## src/cfag_pkg.sv

```systemverilog
// package: types and constants for the flag and address-generation core
package cfag_pkg;

	// arithmetic unit operations and operand sizes
	typedef enum logic [2:0] {
		ALU_ADD, ALU_ADC, ALU_SUB, ALU_SBC, ALU_AND, ALU_OR, ALU_XOR, ALU_ROT
	} cfag_alu_op_e;
	typedef enum logic [1:0] {SZ_BYTE, SZ_WORD, SZ_LONG} cfag_size_e;

	// decoder directive prefix in force for the current instruction
	typedef enum logic [1:0] {DIR_NONE, DIR_BYTE_EXTEND, DIR_WORD_EXTEND} cfag_dir_e;

	// addressing modes and indirect pointer choices
	typedef enum logic [2:0] {
		AM_REG, AM_IMM, AM_INDIRECT, AM_DIRECT, AM_INDEXED, AM_PC_REL, AM_SP_REL
	} cfag_amode_e;
	typedef enum logic [2:0] {
		PTR_WORD_ACC, PTR_SECOND, PTR_IO, PTR_INDEX_X, PTR_INDEX_Y
	} cfag_ptr_e;

	// condition flags, most significant first
	typedef struct packed {
		logic s;
		logic z;
		logic h;
		logic pv;
		logic n;
		logic c;
	} cfag_flags_s;

	typedef struct packed {
		logic valid;
		cfag_alu_op_e op;
		cfag_size_e size;
		logic [31:0] a;
		logic [31:0] b;
	} cfag_alu_req_s;

	typedef struct packed {
		logic valid;
		cfag_amode_e mode;
		cfag_dir_e dir;
		cfag_ptr_e ptr;
		logic [1:0] idx;
		logic io;
		logic jump;
		logic [31:0] operand;
	} cfag_agu_req_s;

	// general pairs owned by the outside register file
	typedef struct packed {
		logic [31:0] word_acc;
		logic [31:0] second;
		logic [31:0] io_ptr;
	} cfag_pairs_s;

	typedef struct packed {
		logic valid;
		logic assigned;
		logic [1:0] line;
		logic [1:0] im;
		logic [15:0] periph;
	} cfag_irq_req_s;

	// register offsets (byte addresses)
	localparam logic [7:0] REG_INDEX_BASE = 8'h00;
	localparam logic [7:0] REG_INDEX_BYTE_BASE = 8'h20;
	localparam logic [7:0] REG_INT = 8'h40;
	localparam logic [7:0] REG_SCRATCH = 8'h44;
	localparam logic [7:0] REG_SP = 8'h48;
	localparam logic [7:0] REG_PC = 8'h4C;
	localparam logic [7:0] REG_SELECT = 8'h50;
	localparam logic [7:0] REG_FLAGS = 8'h54;

	// select register layout and reset values
	localparam logic [7:0] SEL_WMASK = 8'h0E;
	localparam logic [7:0] SEL_RMASK = 8'h0F;
	localparam logic [7:0] SEL_RESET = 8'h00;
	localparam int SEL_EXT_MODE_BIT = 0;
	localparam logic [31:0] REG_RESET = 32'h0000_0000;

	// interrupt mode codes and assigned-vector low bits per request line
	localparam logic [1:0] IM_VEC8 = 2'h2;
	localparam logic [1:0] IM_VEC16 = 2'h3;
	localparam logic [8:0] AV_LINE1 = 9'h004;
	localparam logic [8:0] AV_LINE2 = 9'h008;
	localparam logic [8:0] AV_LINE3 = 9'h00C;

endpackage

```

## src/cfag_core.sv

```systemverilog
// flag generation, index/interrupt/scratch/stack/pc registers and address generation
// Overview of operation
// - carry set on add carry-out or subtract borrow; rotate also drives it
// - add/subtract flag set by subtracts, cleared by adds
// - arithmetic: parity/overflow flag shows signed overflow
// - logical and rotate: parity/overflow flag shows even parity
// - half carry across bit 4, 12 or 28 by operand size
// - zero flag set for an all-zero result
// - sign flag takes the result's most significant bit
// - four 32-bit index registers, primary and alternate x and y
// - high and low bytes of each index register's low half accessed alone
// - main request modes 2/3 build table address from interrupt register and peripheral
// - assigned vectors: interrupt register high half, base bits 15-9, per-line bits 8-0
// - native mode: pc increment never carries from bit 15 into 16
// - extended mode: pc increment carries through all 32 bits
// - scratch register is plain 8-bit, changed only by software writes
// - reserved select register bits always read zero
// - directives widen immediates to 24 or 32 bits
// - direct addresses 16 bits, widened to 24 or 32 by directives
// - indexed: index register plus sign-extended 8/16/24-bit displacement
// - pc-relative adds 8/16/24-bit displacement, jumps and calls only
// - stack-relative adds signed 8/16/24-bit displacement to stack pointer
// - indirect uses word pair or other pairs; index only for jumps; i/o uses i/o pair
// - extended-mode bit cleared by reset, then set until next reset
module cfag_core (
	// clock and reset
	input wire logic i_clk,
	input wire logic i_reset,
	// register port
	input wire logic [7:0] i_addr,
	input wire logic [31:0] i_wdata,
	input wire logic i_wr,
	input wire logic i_rd,
	output logic [31:0] o_rdata,
	// arithmetic unit
	input wire cfag_pkg::cfag_alu_req_s i_alu,
	output logic [31:0] o_result,
	output cfag_pkg::cfag_flags_s o_flags,
	// address generation
	input wire cfag_pkg::cfag_agu_req_s i_agu,
	input wire cfag_pkg::cfag_pairs_s i_pairs,
	output logic [31:0] o_ea,
	output logic o_ea_valid,
	output logic o_ea_err,
	// program counter and mode
	input wire logic i_pc_inc,
	input wire logic i_pc_load,
	input wire logic [31:0] i_pc_value,
	input wire logic i_set_ext_mode,
	output logic [31:0] o_pc,
	output logic o_ext_mode,
	// interrupt vectors
	input wire cfag_pkg::cfag_irq_req_s i_irq,
	output logic [31:0] o_vector,
	output logic o_vec_valid
);

	logic [31:0] idx_q [4];
	logic [23:0] int_q;
	logic [7:0] scratch_q;
	logic [31:0] sp_q;
	logic [7:0] sel_q;
	logic [31:0] rd_d;
	logic [31:0] res_d;
	cfag_pkg::cfag_flags_s flg_d;
	logic [31:0] ea_d;
	logic err_d;

	// value mask for an operand size
	function automatic logic [31:0] size_mask(cfag_pkg::cfag_size_e sz);
		case (sz)
			cfag_pkg::SZ_BYTE: size_mask = 32'h0000_00FF;
			cfag_pkg::SZ_WORD: size_mask = 32'h0000_FFFF;
			default: size_mask = 32'hFFFF_FFFF;
		endcase
	endfunction

	// most significant bit for an operand size
	function automatic logic msb_of(logic [31:0] v, cfag_pkg::cfag_size_e sz);
		case (sz)
			cfag_pkg::SZ_BYTE: msb_of = v[7];
			cfag_pkg::SZ_WORD: msb_of = v[15];
			default: msb_of = v[31];
		endcase
	endfunction

	// field widening: zero-extend operands, sign-extend displacements
	function automatic logic [31:0] widen(logic [31:0] v, cfag_pkg::cfag_dir_e d, logic disp);
		logic [1:0] w;
		w = disp ? 2'(d) : 2'(d) + 2'h1;
		case (w)
			2'h0: widen = {{24{v[7]}}, v[7:0]};
			2'h1: widen = disp ? {{16{v[15]}}, v[15:0]} : {16'h0, v[15:0]};
			2'h2: widen = disp ? {{8{v[23]}}, v[23:0]} : {8'h0, v[23:0]};
			default: widen = v;
		endcase
	endfunction

	// arithmetic, logic and rotate with flag generation
	always_comb begin
		logic [31:0] m;
		logic [32:0] ax;
		logic [32:0] bx;
		logic [32:0] sum;
		logic [32:0] hx;
		logic cin;
		logic sub;
		logic sa;
		logic sb;
		m = size_mask(i_alu.size);
		ax = {1'b0, i_alu.a & m};
		bx = {1'b0, i_alu.b & m};
		cin = (i_alu.op == cfag_pkg::ALU_ADC || i_alu.op == cfag_pkg::ALU_SBC) & o_flags.c;
		sub = i_alu.op == cfag_pkg::ALU_SUB || i_alu.op == cfag_pkg::ALU_SBC;
		sum = sub ? ax - bx - {32'h0, cin} : ax + bx + {32'h0, cin};
		hx = ax ^ bx ^ sum;
		sa = msb_of(ax[31:0], i_alu.size);
		sb = msb_of(bx[31:0], i_alu.size);
		flg_d = o_flags;
		res_d = sum[31:0] & m;
		case (i_alu.op)
			cfag_pkg::ALU_ADD, cfag_pkg::ALU_ADC, cfag_pkg::ALU_SUB, cfag_pkg::ALU_SBC: begin
				case (i_alu.size)
					cfag_pkg::SZ_BYTE: flg_d.c = sum[8];
					cfag_pkg::SZ_WORD: flg_d.c = sum[16];
					default: flg_d.c = sum[32];
				endcase
				case (i_alu.size)
					cfag_pkg::SZ_BYTE: flg_d.h = hx[4];
					cfag_pkg::SZ_WORD: flg_d.h = hx[12];
					default: flg_d.h = hx[28];
				endcase
				flg_d.n = sub;
				flg_d.pv = ((sa ^ sb) == sub) && (msb_of(res_d, i_alu.size) != sa);
			end
			cfag_pkg::ALU_AND, cfag_pkg::ALU_OR, cfag_pkg::ALU_XOR: begin
				if (i_alu.op == cfag_pkg::ALU_AND) begin
					res_d = ax[31:0] & bx[31:0];
				end else if (i_alu.op == cfag_pkg::ALU_OR) begin
					res_d = ax[31:0] | bx[31:0];
				end else begin
					res_d = ax[31:0] ^ bx[31:0];
				end
				flg_d.c = 1'b0;
				flg_d.h = 1'b0;
				flg_d.n = 1'b0;
				flg_d.pv = ~^res_d;
			end
			default: begin
				res_d = ({ax[30:0], 1'b0} | {31'h0, sa}) & m;
				flg_d.c = sa;
				flg_d.h = 1'b0;
				flg_d.n = 1'b0;
				flg_d.pv = ~^res_d;
			end
		endcase
		flg_d.s = msb_of(res_d, i_alu.size);
		flg_d.z = res_d == 32'h0;
	end

	// result and flags register: all together, held when no operation
	always_ff @(posedge i_clk) begin
		if (i_reset) begin
			o_flags <= '0;
			o_result <= cfag_pkg::REG_RESET;
		end else if (i_alu.valid) begin
			o_flags <= flg_d;
			o_result <= res_d;
		end
	end

	// index registers: word access and single-byte access to the low half
	always_ff @(posedge i_clk) begin
		if (i_reset) begin
			for (int k = 0; k < 4; k++) begin
				idx_q[k] <= cfag_pkg::REG_RESET;
			end
		end else if (i_wr && i_addr[7:4] == cfag_pkg::REG_INDEX_BASE[7:4]) begin
			idx_q[i_addr[3:2]] <= i_wdata;
		end else if (i_wr && i_addr[7:5] == cfag_pkg::REG_INDEX_BYTE_BASE[7:5]) begin
			if (i_addr[2]) begin
				idx_q[i_addr[4:3]][7:0] <= i_wdata[7:0];
			end else begin
				idx_q[i_addr[4:3]][15:8] <= i_wdata[7:0];
			end
		end
	end

	// interrupt, scratch, stack pointer and select registers
	always_ff @(posedge i_clk) begin
		if (i_reset) begin
			int_q <= cfag_pkg::REG_RESET[23:0];
			scratch_q <= cfag_pkg::REG_RESET[7:0];
			sp_q <= cfag_pkg::REG_RESET;
			sel_q <= cfag_pkg::SEL_RESET;
		end else if (i_wr) begin
			if (i_addr == cfag_pkg::REG_INT) int_q <= i_wdata[23:0];
			if (i_addr == cfag_pkg::REG_SCRATCH) scratch_q <= i_wdata[7:0];
			if (i_addr == cfag_pkg::REG_SP) sp_q <= i_wdata;
			if (i_addr == cfag_pkg::REG_SELECT) sel_q <= i_wdata[7:0] & cfag_pkg::SEL_WMASK;
		end
	end

	// extended-mode bit: set by its instruction, cleared only by reset
	always_ff @(posedge i_clk) begin
		if (i_reset) begin
			o_ext_mode <= 1'b0;
		end else if (i_set_ext_mode) begin
			o_ext_mode <= 1'b1;
		end
	end

	// program counter: software write, then load, then increment
	always_ff @(posedge i_clk) begin
		if (i_reset) begin
			o_pc <= cfag_pkg::REG_RESET;
		end else if (i_wr && i_addr == cfag_pkg::REG_PC) begin
			o_pc <= i_wdata;
		end else if (i_pc_load) begin
			o_pc <= i_pc_value;
		end else if (i_pc_inc) begin
			if (o_ext_mode) begin
				o_pc <= o_pc + 32'h1;
			end else begin
				o_pc <= {o_pc[31:16], o_pc[15:0] + 16'h1};
			end
		end
	end

	// read data multiplexer; unmapped offsets read zero
	always_comb begin
		rd_d = 32'h0;
		if (i_addr[7:4] == cfag_pkg::REG_INDEX_BASE[7:4]) begin
			rd_d = idx_q[i_addr[3:2]];
		end else if (i_addr[7:5] == cfag_pkg::REG_INDEX_BYTE_BASE[7:5]) begin
			rd_d[7:0] = i_addr[2] ? idx_q[i_addr[4:3]][7:0] : idx_q[i_addr[4:3]][15:8];
		end else begin
			case (i_addr)
				cfag_pkg::REG_INT: rd_d = {8'h0, int_q};
				cfag_pkg::REG_SCRATCH: rd_d = {24'h0, scratch_q};
				cfag_pkg::REG_SP: rd_d = sp_q;
				cfag_pkg::REG_PC: rd_d = o_pc;
				cfag_pkg::REG_SELECT: begin
					rd_d[7:0] = sel_q & cfag_pkg::SEL_RMASK;
					rd_d[cfag_pkg::SEL_EXT_MODE_BIT] = o_ext_mode;
				end
				cfag_pkg::REG_FLAGS: rd_d = {26'h0, o_flags};
				default: rd_d = 32'h0;
			endcase
		end
	end

	// read data stands in the cycle after the strobe only
	always_ff @(posedge i_clk) begin
		if (i_reset) begin
			o_rdata <= cfag_pkg::REG_RESET;
		end else begin
			o_rdata <= i_rd ? rd_d : 32'h0;
		end
	end

	// effective address by addressing mode
	always_comb begin
		ea_d = 32'h0;
		err_d = 1'b0;
		case (i_agu.mode)
			cfag_pkg::AM_REG: ea_d = i_agu.operand;
			cfag_pkg::AM_IMM: ea_d = widen(i_agu.operand, i_agu.dir, 1'b0);
			cfag_pkg::AM_DIRECT: ea_d = widen(i_agu.operand, i_agu.dir, 1'b0);
			cfag_pkg::AM_INDIRECT: begin
				case (i_agu.ptr)
					cfag_pkg::PTR_WORD_ACC: ea_d = i_pairs.word_acc;
					cfag_pkg::PTR_SECOND: ea_d = i_pairs.second;
					cfag_pkg::PTR_IO: ea_d = i_pairs.io_ptr;
					cfag_pkg::PTR_INDEX_X: ea_d = idx_q[0];
					cfag_pkg::PTR_INDEX_Y: ea_d = idx_q[2];
					default: err_d = 1'b1;
				endcase
				if (i_agu.io && i_agu.ptr != cfag_pkg::PTR_IO) err_d = 1'b1;
				if ((i_agu.ptr == cfag_pkg::PTR_INDEX_X || i_agu.ptr == cfag_pkg::PTR_INDEX_Y)
					&& (!i_agu.jump || i_agu.io)) err_d = 1'b1;
			end
			cfag_pkg::AM_INDEXED: ea_d = idx_q[i_agu.idx] + widen(i_agu.operand, i_agu.dir, 1'b1);
			cfag_pkg::AM_PC_REL: begin
				ea_d = o_pc + widen(i_agu.operand, i_agu.dir, 1'b1);
				err_d = !i_agu.jump;
			end
			cfag_pkg::AM_SP_REL: ea_d = sp_q + widen(i_agu.operand, i_agu.dir, 1'b1);
			default: err_d = 1'b1;
		endcase
	end

	// address result register; valid follows the request valid one cycle later
	always_ff @(posedge i_clk) begin
		if (i_reset) begin
			o_ea <= cfag_pkg::REG_RESET;
			o_ea_valid <= 1'b0;
			o_ea_err <= 1'b0;
		end else begin
			o_ea_valid <= i_agu.valid;
			o_ea_err <= i_agu.valid & err_d;
			if (i_agu.valid) o_ea <= ea_d;
		end
	end

	// interrupt table address or assigned vector
	always_ff @(posedge i_clk) begin
		if (i_reset) begin
			o_vector <= cfag_pkg::REG_RESET;
			o_vec_valid <= 1'b0;
		end else begin
			o_vec_valid <= 1'b0;
			if (i_irq.valid && i_irq.assigned && i_irq.line != 2'h0) begin
				o_vec_valid <= 1'b1;
				case (i_irq.line)
					2'h1: o_vector <= {int_q[23:8], int_q[7:1], cfag_pkg::AV_LINE1};
					2'h2: o_vector <= {int_q[23:8], int_q[7:1], cfag_pkg::AV_LINE2};
					default: o_vector <= {int_q[23:8], int_q[7:1], cfag_pkg::AV_LINE3};
				endcase
			end else if (i_irq.valid && !i_irq.assigned && i_irq.im == cfag_pkg::IM_VEC8) begin
				o_vec_valid <= 1'b1;
				o_vector <= {int_q, i_irq.periph[7:0]};
			end else if (i_irq.valid && !i_irq.assigned && i_irq.im == cfag_pkg::IM_VEC16) begin
				o_vec_valid <= 1'b1;
				o_vector <= {int_q[23:8], i_irq.periph};
			end
		end
	end
endmodule // cfag_core

```

## config.mk

```make
export PLATFORM = sky130hd
export DESIGN_NAME = cfag_core
export DESIGN_NICKNAME = d
export VERILOG_FILES = /design/src/cfag_pkg.sv /design/src/cfag_core.sv
export SDC_FILE = /design/constraint.sdc
export NUM_CORES = 1
export LEC_CHECK = 0
export BUFFER_PORTS_ARGS = -buffer_cell sky130_fd_sc_hd__buf_2
export CAP_MARGIN = 15
export CORE_AREA = 5 5 229 231
export DETAILED_ROUTE_END_ITERATION = 12
export DIE_AREA = 0 0 234 236
export HOLD_SLACK_MARGIN = 0.15
export PLACE_DENSITY = 0.87
export REMOVE_ABC_BUFFERS = 1
export SETUP_SLACK_MARGIN = 0.2
export SYNTH_ARGS = -nofsm -noshare
export SYNTH_HDL_FRONTEND = slang
export SYNTH_SLANG_ARGS = --single-unit
```

## constraint.sdc

```tcl
create_clock -name i_clk -period 5.89 [get_ports i_clk]
set_input_delay 0.589 -clock i_clk [delete_from_list [all_inputs] [get_ports i_clk]]
set_output_delay 0.589 -clock i_clk [all_outputs]
set_load 0.02 [all_outputs]
```

* Word-level counts from Yosys, hierarchy flattened
Memory sizes are Yosys's and may differ from the RTL's. Cells that the tools add are included.
Word-level totals: register bits 237, bits in writable memories 128, memories kept 1
Cells by class: add/subtract/negate cells 10, bitwise operators 14, multiplexer cells 63, eq/ne operators 35, reductions and logical operators 44
Memories:
- idx_q | words 4, width 32, read ports 5, clocked after Yosys merged registers in 0, write ports 4, RTL line cfag_core.sv:58 | logic [31:0] idx_q [4];
Operators by type and width (count):
- two-way mux 32 bit | 16
- one-hot mux 32 bit (3 select lines) | 2
- one-hot mux 32 bit (6 select lines) | 1
- AND 32 bit | 5
- one-hot mux 32 bit (5 select lines) | 1
- one-hot mux 32 bit (2 select lines) | 2
- adder 32 bit | 3
- one-hot mux 24 bit (3 select lines) | 1
- OR reduction 32 bit | 2
- XNOR reduction 32 bit | 2
- XOR 29 bit | 2
- == test 8 x 7 -> 1 bit (second input constant) | 6
- one-hot mux 8 bit (6 select lines) | 1
- adder 32 x 32 -> 33 bit | 1
- adder 33 x 1 -> 33 bit | 1
- two-way mux 33 bit | 1
- subtractor 32 x 32 -> 33 bit | 1
- subtractor 33 x 1 -> 33 bit | 1
- adder 32 x 1 -> 32 bit (second input constant) | 1
- zero test 32 bit | 1
- bitwise OR 32 x 1 -> 32 bit | 1
- bitwise OR 32 bit | 1
- XOR 32 bit | 1
- two-way mux 24 bit | 1
- 33 further kinds | 111

* Longest topological paths before layout
depth in word-level cells 12, mapped depth 22

* Least setup slack after synthesis
Ideal clock, no wire load.
path type input to register, start point input port i_alu[66] (netlist bit), end point register o_flags[4] (netlist bit), arrival time 5.241 ns, stages 21, setup slack 0.580 ns, required time 5.821 ns, cell sequence buf_2 > buf_2 > buf_2 > buf_2 > nand3_1 > fa_1 > inv_1 > ha_1 > or2_2 > fa_1 > o211ai_1 > a21oi_1 > a211o_1 > xor2_1 > a22oi_1 > o21ai_0 > or4_1 > or4_1 > nor4_1 > nand4_1 > o21ai_1
Between the ends: cells in the longest elaborated chain, start to end 8, elaborated cells on any way between the ends 21, those cells by class add/sub (2); eq/ne (6); mux (5); bitwise (2); reduce/logical (6)
Ends and longest elaborated chain:
- from (decl) | RTL line cfag_core.sv:36 | input wire cfag_pkg::cfag_alu_req_s i_alu,
- == test 3 x 1 -> 1 bit / == test 3 x 2 -> 1 bit (equally long branches) | RTL line cfag_core.sv:113, cfag_core.sv:121, cfag_core.sv:114
- logical OR 1 bit | RTL line cfag_core.sv:113 | cin = (i_alu.op == cfag_pkg::ALU_ADC || i_alu.op == cfag_pkg::ALU_SBC) & o_flags.c;
- AND 1 bit | RTL line cfag_core.sv:113
- adder 33 x 1 -> 33 bit / subtractor 33 x 1 -> 33 bit (equally long branches) | RTL line cfag_core.sv:115 | sum = sub ? ax - bx - {32'h0, cin} : ax + bx + {32'h0, cin};
- two-way mux 33 bit | RTL line cfag_core.sv:115
- AND 32 bit | RTL line cfag_core.sv:120 | res_d = sum[31:0] & m;
- one-hot mux 32 bit (2 select lines) * | RTL line cfag_core.sv:121 | case (i_alu.op)
- zero test 32 bit * | RTL line cfag_core.sv:158 | flg_d.z = res_d == 32'h0;
- to (signal assigned) | RTL line cfag_core.sv:167 | o_flags <= flg_d;
- to (decl) | RTL line cfag_core.sv:38 | output cfag_pkg::cfag_flags_s o_flags,
Mark *: on every way between the ends. The rest lies on a longest branch, timed or not. The select of a mux whose other input is x is not followed. A chain may end at the register's enable or synchronous reset.

* Final worst setup path
start point register o_flags[0] (netlist bit), end point register o_flags[4] (netlist bit)
Between the ends: cells in the longest elaborated chain, start to end 6, elaborated cells on any way between the ends 7, those cells by class add/sub (2); mux (2); bitwise (2); reduce/logical (1)
Ends and longest elaborated chain (RTL line):
- AND 1 bit * | cfag_core.sv:113
- adder 33 x 1 -> 33 bit / subtractor 33 x 1 -> 33 bit (equally long branches) | cfag_core.sv:115
- two-way mux 33 bit * | cfag_core.sv:115
- AND 32 bit * | cfag_core.sv:120
- one-hot mux 32 bit (2 select lines) * | cfag_core.sv:121
- zero test 32 bit * | cfag_core.sv:158
Mark *: on every way between the ends. The rest lies on a longest branch, timed or not.

==> impl_metrics.toml <==
[clock_network]
clk_pin_slew_worst_paths_ps = 70
post_cts_buffers = 0
cts_resized = 0
clock_latency_ps = 620
cts_max_path_buffers = 3
cts_buffers = 42
hold_buffers = 0
htreeDepth = 2
root_buffer = "clkbuf_16"
cts_tree = "done"
clock-sinks = 365

[floorplanning]
die_w_um = 234
core_region_area_um2 = 49860
initial_core_util_pct = 57.54
num_rows = 82
die_area_um2 = 55220
die_y_um = 236
num_io_pins = 482

[route]
wl_um = 116700
drc = 0
wl_met1_um = 39720
wire_per_inst_um = 25.32
drt_iter0_markers = 5047
num_vias = 30990
first_pass_iters = 10
wl_met2_um = 50950
top_layer = "met5"
ant_nets = 0
wl_met3_um = 17260
vias_per_cell = 6.726

[pwr]
p_clk_share_pct = 33.1
p_total_mw = 8.216
netSwitchingPower_mw = 2.943
seq_power_share_pct = 34.7
leakage_nw = 14.02
p_int_mw = 5.273
p_per_area_nw_per_um2 = 249.4
peakVddDrop_mv = 0.2298
switching_share_pct = 35.82
comb_power_share_pct = 32.1

[worst_setup_path]
max_stage_delay_ps = 590
cp_cell_sequence = "nand3_1 -> fa_1 -> inv_1 -> ha_1 -> or2_2 -> fa_1 -> o21a_1 -> o22ai_1 -> nand4b_1 -> a21oi_1 -> xor2_1 -> a2111oi_0 -> nand3_1 -> or4_1 -> nor4_1 -> nand4_1 -> o21ai_1"
worstSetupEndpointType = "register"
path_class = "reg2reg"
crit_arrival_ps = 5820
crit_fanout = 3
crit_required_ps = 6410
crit_path_start_kind = "register"
slowest_stage = "a2111oi_0"

[sta]
setup_viol = 0
rsz0062_at_grt = "false"
drv_slew = 0
fmax_mhz = 188.4
fin_skew_ps = 44.06
hold_viol_final = 0
worst_slew_pin_slew_ps = 1080
setup_ws_ps = 582.2
period_share_pct = 90.12
fin_crit_ps = 5308
slew_headroom_pct = 27.03

[synthesis]
yosysUniqueCellTypes = 84
synth.yosys.warnings = 0
synth_area_um2 = 28690
synth-seq-cells = 365
synth_ff_type = "dfxtp_1"
synth-seq-area-share_pct = 29.94
async_flop_share_pct = 0
syn_area_per_cell_um2 = 8.068
syn_inst = 3556
synth-edff-count = 128

[run]
drv_cap = 0

[cells_and_area]
drive_gt1_share_pct = 19.65
fillers = 4191
layout.nets = 4370
regArea_um2 = 8588
finalInstanceArea_um2 = 32950
multiInputGateArea_um2 = 18490
area_growth_pct = 14.85

[min_path]
hp-class = "in2reg"

[placed_design]
gp_congestion = 1.017
post-place-ws_ps = 496.6
dpl.hpwl_um = 88070
dpl-instance-area_um2 = 31520
io_buffer_count = 481

[global_route]
grt_pass1_vias = 28660
grt_overflow = 0
track_usage_pct = 40.01
grt_max_degree = 75
antenna_found_initial = 13
grt_pass1_wl_um = 171800

[run_status]
status = "finished clean"
-- flip-flops by register name, indices dropped and copies added, names as in the netlist --
name,flops
idx_q,128
int_q,24
o_ea,32
o_ea_err,1
o_ea_valid,1
o_ext_mode,1
o_flags,6
o_pc,32
o_rdata,32
o_result,32
o_vec_valid,1
o_vector,32
scratch_q,8
sel_q,3
sp_q,32
-- through the flow --
step           util (%)  TNS [ps]  cells  hold WS, ps
6_report          66.08         0   4607        205.9
5_1_grt           66.07         0   4605        211.6
4_1_cts           66.01         0   4599        189.8
2_1_floorplan         -     -2384   3301        429.8
3_3_place_gp      63.21         0   4521        440.3
3_5_place_dp      63.21         0   4521        446.1
-- power by group through the flow --
stage	clock network [mW]	logic, mW	registers [mW]
final	2.72	2.64	2.85
after global routing	2.81	2.81	2.86
after CTS	2.71	2.55	2.84
after detailed placement	0	2.53	2.90
after global placement	0	2.52	2.89
after floorplan	0	1.59	2.92
-- layer usage --
layer / global-route usage (%) / vias up
li1: - / 13580
met1: 49.53 / 14250
met3: 12.34 / 564
met4: 22.25 / 10
met2: 62.07 / 2585
met5: 0 / -
-- layout by cell type (no fill, tap or decap), types with 21 or more instances in the layout --
cell type,Yosys,final
o21ai_0,119,117
a221oi_1,51,51
dfxtp_1,237,237
edfxtp_1,128,128
inv_1,178,178
mux4_2,87,87
nor2_1,394,389
nor3_1,61,59
xor2_1,51,51
nand2_1,547,547
nand2b_1,35,35
nor2b_1,26,24
a21o_1,49,49
and3_1,24,24
mux2i_1,49,49
and2_1,26,26
ha_1,159,159
o21a_1,21,21
nand3_1,59,59
clkbuf_16,0,42
buf_2,12,479
a22oi_1,134,134
a31oi_1,21,21
xnor2_1,100,100
mux2_2,30,30
nand4_1,27,27
buf_4,2,67
o22ai_1,44,44
a21oi_1,293,293
a211oi_1,97,96
-- synth_stat cells, drive strengths merged, types with 59 or more instances --
cell type | n | area, um2
edfxtp | 128 | 3844
nor2 | 394 | 1479
nor3 | 61 | 305.3
clkbuf | 216 | 813.3
nand2 | 547 | 2053
o21ai | 125 | 629.4
mux4 | 87 | 1959
inv | 178 | 668.1
ha | 159 | 1989
dfxtp | 237 | 4745
a211oi | 97 | 728.2
xnor2 | 100 | 875.8
nand3 | 59 | 295.3
a22oi | 134 | 1006
a21oi | 294 | 1475
-- worst max-delay path, delay by kind of cell, from the launching register on --
family,cells,cell delay (ps)
XOR/XNOR,1,170
buffers and inverters,1,50
AO/OA/AOI/OAI,5,1310
adder cells (fa/ha/maj),3,1250
AND/OR/NAND/NOR,7,2000
flip-flops,1,450
-- layout make-up --
class | instances | area share [%]
Antenna cell | 7 | 0.05316
Clock buffer | 51 | 3.414
Clock inverter | 27 | 0.8278
Inverter | 179 | 2.039
Multi-Input combinational cell | 2757 | 56.11
Sequential cell | 365 | 26.07
Tap cell | 672 | 2.552
Timing Repair Buffer | 549 | 8.943
-- kinds of logic after synthesis --
logic type               synth area share, %
AO/OA/AOI/OAI                          23.39
adder cells (fa/ha/maj)                7.283
multiplexers                           9.717
XOR/XNOR                               4.610
flip-flops                             29.94
buffers and inverters                  5.818
AND/OR/NAND/NOR                        19.25
-- worst paths after layout --
kind                  start            to  slack, ps  depth (start not counted)
min          i_set_ext_mode    o_ext_mode        210                          3
min reg2reg    o_vector[28]  o_vector[28]        450                          2
max              o_flags[0]    o_flags[4]        580                         17
max reg2reg      o_flags[0]    o_flags[4]        580                         17
No activity file was read; power rests on OpenSTA's default activity.
